## config.mk

```make
export PLATFORM = sky130hd
export DESIGN_NAME = pmc_ctrl
export DESIGN_NICKNAME = d
export VERILOG_FILES = /design/src/logic/pmc_pkg.sv /design/src/logic/pmc_fault_if.sv /design/src/logic/pmc_flag.sv /design/src/logic/pmc_ctrl.sv
export SDC_FILE = /design/constraint.sdc
export NUM_CORES = 1
export LEC_CHECK = 0
export ABC_AREA = 0
export BUFFER_PORTS_ARGS = -buffer_cell sky130_fd_sc_hd__buf_2
export CORE_ASPECT_RATIO = 0.7
export CORE_MARGIN = 2
export CORE_UTILIZATION = 30
export DETAILED_ROUTE_END_ITERATION = 6
export REMOVE_ABC_BUFFERS = 1
export SYNTH_ARGS = -nofsm -noshare
export SYNTH_HDL_FRONTEND = slang
export SYNTH_SLANG_ARGS = --single-unit
```

## constraint.sdc

```tcl
create_clock -name core_clk -period 3 [get_ports core_clk]
set_input_delay 0.45 -clock core_clk [delete_from_list [all_inputs] [get_ports core_clk]]
set_output_delay 0.45 -clock core_clk [all_outputs]
set_load 0.05 [all_outputs]
```

## src/logic/pmc_pkg.sv

```systemverilog
package pmc_pkg;

    // Minimum reset pulse length and management init time.
    localparam int RESET_MIN_NS = 10000;
    localparam int CLK_PERIOD_NS = 40;
    localparam int RESET_MIN_CYC =
        (RESET_MIN_NS + CLK_PERIOD_NS - 1) / CLK_PERIOD_NS;
    localparam int INIT_NS = 40000;
    localparam int INIT_CYC = (INIT_NS + CLK_PERIOD_NS - 1) / CLK_PERIOD_NS;
    localparam int CNT_W = 16;
    localparam logic [CNT_W-1:0] CNT_ZERO = 16'h0000;
    localparam logic [CNT_W-1:0] CNT_ONE = 16'h0001;
    localparam logic [CNT_W-1:0] RESET_MIN_CNT = CNT_W'(RESET_MIN_CYC);
    localparam logic [CNT_W-1:0] INIT_CNT = CNT_W'(INIT_CYC);

    typedef enum logic [1:0] {
        PMC_INIT,
        PMC_LOW_POWER,
        PMC_HIGH_POWER
    } pmc_state_t;

endpackage

```

## src/logic/pmc_fault_if.sv

```systemverilog
`timescale 1ns/1ns
interface pmc_fault_if;
    logic fault_event;
    logic status_read;
    logic pending;
    logic clear;
    modport owner (input fault_event, input status_read, input clear,
                   output pending);
    modport user (output fault_event, output status_read, output clear,
                  input pending);
endinterface

```

## src/logic/pmc_flag.sv

```systemverilog
`timescale 1ns/1ns
module pmc_flag (
    // Clock and reset
    input wire logic core_clk,
    input wire logic reset,
    // Flag access
    pmc_fault_if.owner flag
);

    typedef struct packed {
        logic pend;
    } pmc_flag_state_t;

    pmc_flag_state_t st_q;
    pmc_flag_state_t st_d;

    // A new event in the clearing cycle wins over the clear.
    always_comb begin
        st_d = st_q;
        if (flag.clear || flag.status_read) begin
            st_d.pend = 1'b0;
        end
        if (flag.fault_event) begin
            st_d.pend = 1'b1;
        end
    end

    always_ff @(posedge core_clk or posedge reset) begin
        if (reset) begin
            st_q <= '0;
        end else begin
            st_q <= st_d;
        end
    end

    assign flag.pending = st_q.pend;

endmodule

```

## src/logic/pmc_ctrl.sv

```systemverilog
`timescale 1ns/1ns
module pmc_ctrl (
    // Clock and power-up reset
    input wire logic core_clk,
    input wire logic reset,
    // Host control pins
    input wire logic module_select_n,
    input wire logic module_reset_n,
    input wire logic init_control_select,
    input wire logic init_control_driven,
    // Serial core requests from the management engine, software power enable, status read and fault event
    input wire logic serial_ack_req,
    input wire logic serial_sda_low_req,
    input wire logic sw_high_power_en,
    input wire logic status_read,
    input wire logic fault_event,
    // Pin outputs
    output logic serial_sda_o,
    output logic serial_sda_oe,
    output logic serial_ack,
    output logic module_present_n,
    output logic host_interrupt_n_o,
    output logic host_interrupt_n_oe,
    output logic low_power_select,
    output logic data_not_ready
);

    typedef struct packed {
        pmc_pkg::pmc_state_t state;
        logic [pmc_pkg::CNT_W-1:0] rst_cnt;
        logic [pmc_pkg::CNT_W-1:0] init_cnt;
        logic done_pend;
        logic sda_oe;
        logic ack;
        logic int_oe;
        logic low_power;
        logic not_ready;
        logic present_n;
    } pmc_state_s_t;

    pmc_state_s_t st_q;
    pmc_state_s_t st_d;
    logic init_mode;
    logic reset_hit;

    pmc_fault_if fault_bus ();

    // The flag keeper lives apart so a second fault source can be added.
    pmc_flag u_flag (
        .core_clk(core_clk),
        .reset(reset),
        .flag(fault_bus.owner)
    );

    assign fault_bus.fault_event = fault_event;
    assign fault_bus.status_read = status_read;
    assign fault_bus.clear = reset_hit;

    // An undriven pin reads as the internal pull-up level.
    assign init_mode = init_control_driven ? init_control_select : 1'b1;
    assign reset_hit = !module_reset_n &&
        (st_q.rst_cnt == pmc_pkg::RESET_MIN_CNT);

    // ********************************************************
    // Control sequence
    // ********************************************************
    always_comb begin
        st_d = st_q;
        st_d.present_n = 1'b0;
        if (!module_reset_n) begin
            if (st_q.rst_cnt != pmc_pkg::RESET_MIN_CNT) begin
                st_d.rst_cnt = st_q.rst_cnt + pmc_pkg::CNT_ONE;
            end
        end else begin
            st_d.rst_cnt = pmc_pkg::CNT_ZERO;
        end
        // A read in the completion cycle loses to the new completion.
        if (status_read) begin
            st_d.done_pend = 1'b0;
        end
        case (st_q.state)
            pmc_pkg::PMC_INIT: begin
                st_d.low_power = 1'b1;
                st_d.not_ready = 1'b1;
                if (st_q.init_cnt == pmc_pkg::INIT_CNT) begin
                    st_d.not_ready = 1'b0;
                    st_d.done_pend = 1'b1;
                    if (init_mode) begin
                        st_d.state = pmc_pkg::PMC_LOW_POWER;
                    end else begin
                        st_d.state = pmc_pkg::PMC_HIGH_POWER;
                        st_d.low_power = 1'b0;
                    end
                end else begin
                    st_d.init_cnt = st_q.init_cnt + pmc_pkg::CNT_ONE;
                end
            end
            pmc_pkg::PMC_LOW_POWER: begin
                if (sw_high_power_en) begin
                    st_d.state = pmc_pkg::PMC_HIGH_POWER;
                    st_d.low_power = 1'b0;
                end
            end
            pmc_pkg::PMC_HIGH_POWER: begin
                if (init_mode && !sw_high_power_en) begin
                    st_d.state = pmc_pkg::PMC_LOW_POWER;
                    st_d.low_power = 1'b1;
                end
            end
            default: begin
                st_d.state = pmc_pkg::PMC_INIT;
            end
        endcase
        // Reset takes the whole sequence back to its defaults.
        if (reset_hit) begin
            st_d.state = pmc_pkg::PMC_INIT;
            st_d.init_cnt = pmc_pkg::CNT_ZERO;
            st_d.done_pend = 1'b0;
            st_d.low_power = 1'b1;
            st_d.not_ready = 1'b1;
        end
        // Serial answers only while selected; the bus is released otherwise.
        st_d.ack = !module_select_n && serial_ack_req;
        st_d.sda_oe = !module_select_n &&
            (serial_ack_req || serial_sda_low_req);
        // A full reset drops a pending fault at once, not a cycle late.
        st_d.int_oe = (st_d.done_pend && !st_d.not_ready) ||
            (fault_bus.pending && !reset_hit);
    end

    always_ff @(posedge core_clk or posedge reset) begin
        if (reset) begin
            st_q <= '0;
            st_q.state <= pmc_pkg::PMC_INIT;
            st_q.low_power <= 1'b1;
            st_q.not_ready <= 1'b1;
            st_q.present_n <= 1'b0;
        end else begin
            st_q <= st_d;
        end
    end

    // Open drain: the output value is always low; only the enable moves.
    assign serial_sda_o = 1'b0;
    assign serial_sda_oe = st_q.sda_oe;
    assign serial_ack = st_q.ack;
    assign host_interrupt_n_o = 1'b0;
    assign host_interrupt_n_oe = st_q.int_oe;
    assign module_present_n = st_q.present_n;
    assign low_power_select = st_q.low_power;
    assign data_not_ready = st_q.not_ready;

    // ********************************************************
    // Checks
    // ********************************************************
    property p_sel_gate;
        @(posedge core_clk) disable iff (reset)
        module_select_n |=> !serial_sda_oe && !serial_ack;
    endproperty
    a_sel_gate: assert property (p_sel_gate)
        else $error("Serial line driven while deselected.");

    property p_sel_ack;
        @(posedge core_clk) disable iff (reset)
        !module_select_n && serial_ack_req |=> serial_ack;
    endproperty
    a_sel_ack: assert property (p_sel_ack)
        else $error("Selected request not acknowledged.");

    property p_reset_back;
        @(posedge core_clk) disable iff (reset)
        reset_hit |=> data_not_ready && low_power_select;
    endproperty
    a_reset_back: assert property (p_reset_back)
        else $error("Reset did not restore defaults.");

    property p_done_int;
        @(posedge core_clk) disable iff (reset)
        $fell(data_not_ready) |-> host_interrupt_n_oe;
    endproperty
    a_done_int: assert property (p_done_int)
        else $error("No completion interrupt.");

    property p_int_ready;
        @(posedge core_clk) disable iff (reset)
        host_interrupt_n_oe && !fault_bus.pending |-> !data_not_ready;
    endproperty
    a_int_ready: assert property (p_int_ready)
        else $error("Completion interrupt while not ready.");

    property p_sw_hold;
        @(posedge core_clk) disable iff (reset)
        st_q.state == pmc_pkg::PMC_LOW_POWER && !sw_high_power_en
            |=> low_power_select;
    endproperty
    a_sw_hold: assert property (p_sw_hold)
        else $error("Left low power without software.");

    property p_hw_up;
        @(posedge core_clk) disable iff (reset)
        $fell(data_not_ready) && !init_mode |-> !low_power_select;
    endproperty
    a_hw_up: assert property (p_hw_up)
        else $error("Hardware init did not reach high power.");

    property p_present;
        @(posedge core_clk) disable iff (reset)
        !module_present_n;
    endproperty
    a_present: assert property (p_present)
        else $error("Presence not grounded.");

    property p_fault;
        @(posedge core_clk) disable iff (reset)
        fault_event && !reset_hit ##1 !reset_hit |=> host_interrupt_n_oe;
    endproperty
    a_fault: assert property (p_fault)
        else $error("Fault did not assert interrupt.");

    property p_release;
        @(posedge core_clk) disable iff (reset)
        status_read && !fault_event && !reset_hit ##1 !fault_event
            |=> !host_interrupt_n_oe;
    endproperty
    a_release: assert property (p_release)
        else $error("Interrupt not released after read.");

    c_hw: cover property (@(posedge core_clk) disable iff (reset)
        $fell(low_power_select) && !init_mode);
    c_sw: cover property (@(posedge core_clk) disable iff (reset)
        st_q.state == pmc_pkg::PMC_LOW_POWER ##1 sw_high_power_en);
    c_rst: cover property (@(posedge core_clk) disable iff (reset)
        reset_hit);

endmodule

```

==> out/qor.yml <==
status:
  status: "finished clean"
detailed_routing:
  wl_per_cell_um: 12.5
  drt_first_pass_iters: 4
  routed_via_density: 4.93
  final_antenna_net_count: 0
  wirelength_mm: 4.28
  drc_errors: 0
  drt-initial-drc-count: 103
  num_vias: 1696
synthesis:
  yosys.cell_count.top_type: "dfrtp_1"
  syn_inst: 232
  synth.distinct_cells: 47
  ys_async_sr_fraction: 1.00
  syn-cell-area_um2: 2210
  synth_flop_cell: "dfrtp_1"
  seq_area_frac_synth: 0.466
  ys_seq_elements: 41
  synth.area.top_cells: "dfrtp_1, xor2_1, nor2_1"
  yosys-top-cells-count: "dfrtp_1, nor2_1, nand4_1"
  yosys_warnings: 0
  synth_top_cell_by_area: "dfrtp_1"
  synth_edf_count: 0
  yosysTopAreaCellShare: 0.442
  avgSynthCellArea_um2: 9.51
timing:
  timing.fmax_mhz: 442
  final-setup-viol-count: 0
  rsz0062_at_grt: "false"
  finClkSkew_ns: 0.00575
  max_slew_margin: 0.648
  fin_crit_sh: 0.754
  fin_crit_ns: 2.26
  maxSlewViolCount: 0
  holdWs_ns: 0.271
  setup_tns_ns: 0
  tightest_slew_ns: 0.528
  hold_viol: 0
clock_tree:
  ctsResizeCount: 0
  cts_tree: "done"
  cts_buffer_depth: 2
  htreeDepth: 2
  cts.root.buffer_cell: "clkbuf_8"
  hold_buffers: 0
  cts.sinks: 41
  clk_latency_ns: 0.30
  post_cts.repair.setup_buffers: 0
  cts_buffers: 5
  clkTransAtPathRegs_ns: 0.08
placement:
  io_buffers: 15
  place_congestion: 0.851
  dp.final_hpwl_mm: 3.00
pwr:
  p_per_area_nw_per_um2: 676
  max-vdd-ir-drop_v: 0.000358
  p_leak_uw: 0.00104
critical_path:
  r2r_setup_slack_ns: 0.74
  cp.required_ns: 3.22
  timing.rr.start: "st_q[39]$_DFFE_PP0P_"
  reg2reg_depth: 6
  slowest_delay_ns: 0.45
  cpLargestDelayFamily: "simple AND/OR/NAND/NOR gates"
  cp-end-kind: "flop"
  cp_num_buf_inv: 1
  cp.arrival_ns: 2.49
  crit_path_max_fanout: 11
  worstPathCellList: "inv_1 > ha_1 > nand4_1 > nor3_1 > or3b_1 > a21oi_1"
  rr_endpoint: "st_q[22]$_DFFE_PP0P_"
  path_class: "reg -> reg"
  cp_slowest_cell: "nor3_1"
  start_kind: "flop"
grt:
  grt_use_total: 0.120
  grt_overflow: 0
  antenna_found_initial: 0
  grt_max_degree: 42
  first_global_vias: 1624
  grt_pass1_wl_mm: 7.71
floorplanning:
  num_io_pins: 19
  coreArea_um2: 7220
  die_w_um: 106
  die_y_um: 75.7
  die-area_um2: 8070
  num_rows: 26
  initial_core_util: 0.305
hold_path:
  holdCritPathClass: "in -> async"
final_layout:
  layout.nets: 263
  antennaDiodeCount: 0
  drive_above_1_share: 0.138
  syn_to_final_growth_pct: 11.1
  nFillCells: 765
flow_run:
  max_cap_viol_count: 0
## how the worst max path moves through the flow
stage,cells past startpoint,end,startpoint
finish,6,st_q[22]$_DFFE_PP0P_,st_q[39]$_DFFE_PP0P_
global route,6,st_q[22]$_DFFE_PP0P_,st_q[39]$_DFFE_PP0P_
CTS,6,st_q[22]$_DFFE_PP0P_,st_q[39]$_DFFE_PP0P_
detailed placement,6,st_q[22]$_DFFE_PP0P_,st_q[39]$_DFFE_PP0P_
global placement,6,st_q[22]$_DFFE_PP0P_,st_q[39]$_DFFE_PP0P_
floorplan,3,host_interrupt_n_oe$_DFF_PP0_,st_q[31]$_DFFE_PP0P_
## sequential cells by signal, summed over array words and instances (netlist names)
signal / cells
serial_sda_oe: 1
st_q: 35
host_interrupt_n_oe: 1
u_flag.flag.pending: 1
data_not_ready: 1
low_power_select: 1
serial_ack: 1
## worst min-delay path: stages
cell   delay, ns
buf_2       0.09
inv_1       0.04
buf_4       0.43
## cell type report
cell class                      count  area, um2  share of cell area
Clock buffer                        5       68.8              0.0281
Clock inverter                      3       17.5             0.00715
Inverter                            9       33.8              0.0138
Multi-Input combinational cell    171       1090               0.445
Sequential cell                    41       1030               0.420
Tap cell                           98        123              0.0500
Timing Repair Buffer               17       90.1              0.0368
## report_power, final
group / internal, uW / switching, uW / leakage (uW)
sequential: 660 / 110 / 0.000513
combinational: 213 / 309 / 0.000482
clock: 161 / 204 / 0.0000439
## kinds of logic after synthesis
family / after synthesis / share of synthesized area
other: 1 / 0.00170
AND/OR/NAND/NOR: 102 / 0.256
buffers and inverters: 22 / 0.0454
adder cells (fa/ha/maj): 7 / 0.0397
XOR/XNOR: 19 / 0.0754
AO/OA/AOI/OAI: 38 / 0.106
multiplexers: 2 / 0.00964
flip-flops: 41 / 0.466
## metrics by stage
| stage | instance area, um2 | setup WS (ns) | utilization | std cells | total power [uW] |
|---|---|---|---|---|---|
| 2_1_floorplan | 2150 | 0.596 | - | 221 | 1170 |
| 3_3_place_gp | 2360 | 0.872 | 0.327 | 336 | 1290 |
| 3_5_place_dp | 2360 | 0.784 | 0.327 | 336 | 1300 |
| 4_1_cts | 2450 | 0.760 | 0.339 | 344 | 1680 |
| 5_1_grt | 2450 | 0.562 | 0.339 | 344 | 1800 |
| 6_report | 2450 | 0.738 | 0.339 | 344 | 1660 |
## layer usage
| metal | share of wire | track usage |
|---|---|---|
| met3 | 0.030 | 0.0240 |
| met5 | 0 | 0 |
| met2 | 0.41 | 0.179 |
| met4 | 0.015 | 0.0433 |
| met1 | 0.55 | 0.175 |
## cell usage in the layout (no fill, tap or decap), drive strengths merged, types with 2 or more instances in the layout
| master | instances |
|---|---|
| nor4b | 2 |
| clkinv | 2 |
| inv | 9 |
| nor2b | 6 |
| a31o | 2 |
| conb | 3 |
| nand2 | 9 |
| and2 | 4 |
| a21oi | 14 |
| or3 | 9 |
| and3 | 3 |
| buf | 17 |
| nand3 | 8 |
| o21a | 2 |
| a21o | 2 |
| xnor2 | 6 |
| nand4 | 15 |
| ha | 7 |
| a211oi | 2 |
| dfstp | 2 |
| nor4 | 3 |
| o21ai | 11 |
| nor2 | 27 |
| xor2 | 13 |
| dfrtp | 39 |
| and4 | 4 |
| clkbuf | 5 |
| nor3 | 6 |
Power figures use the tool's default switching activity.
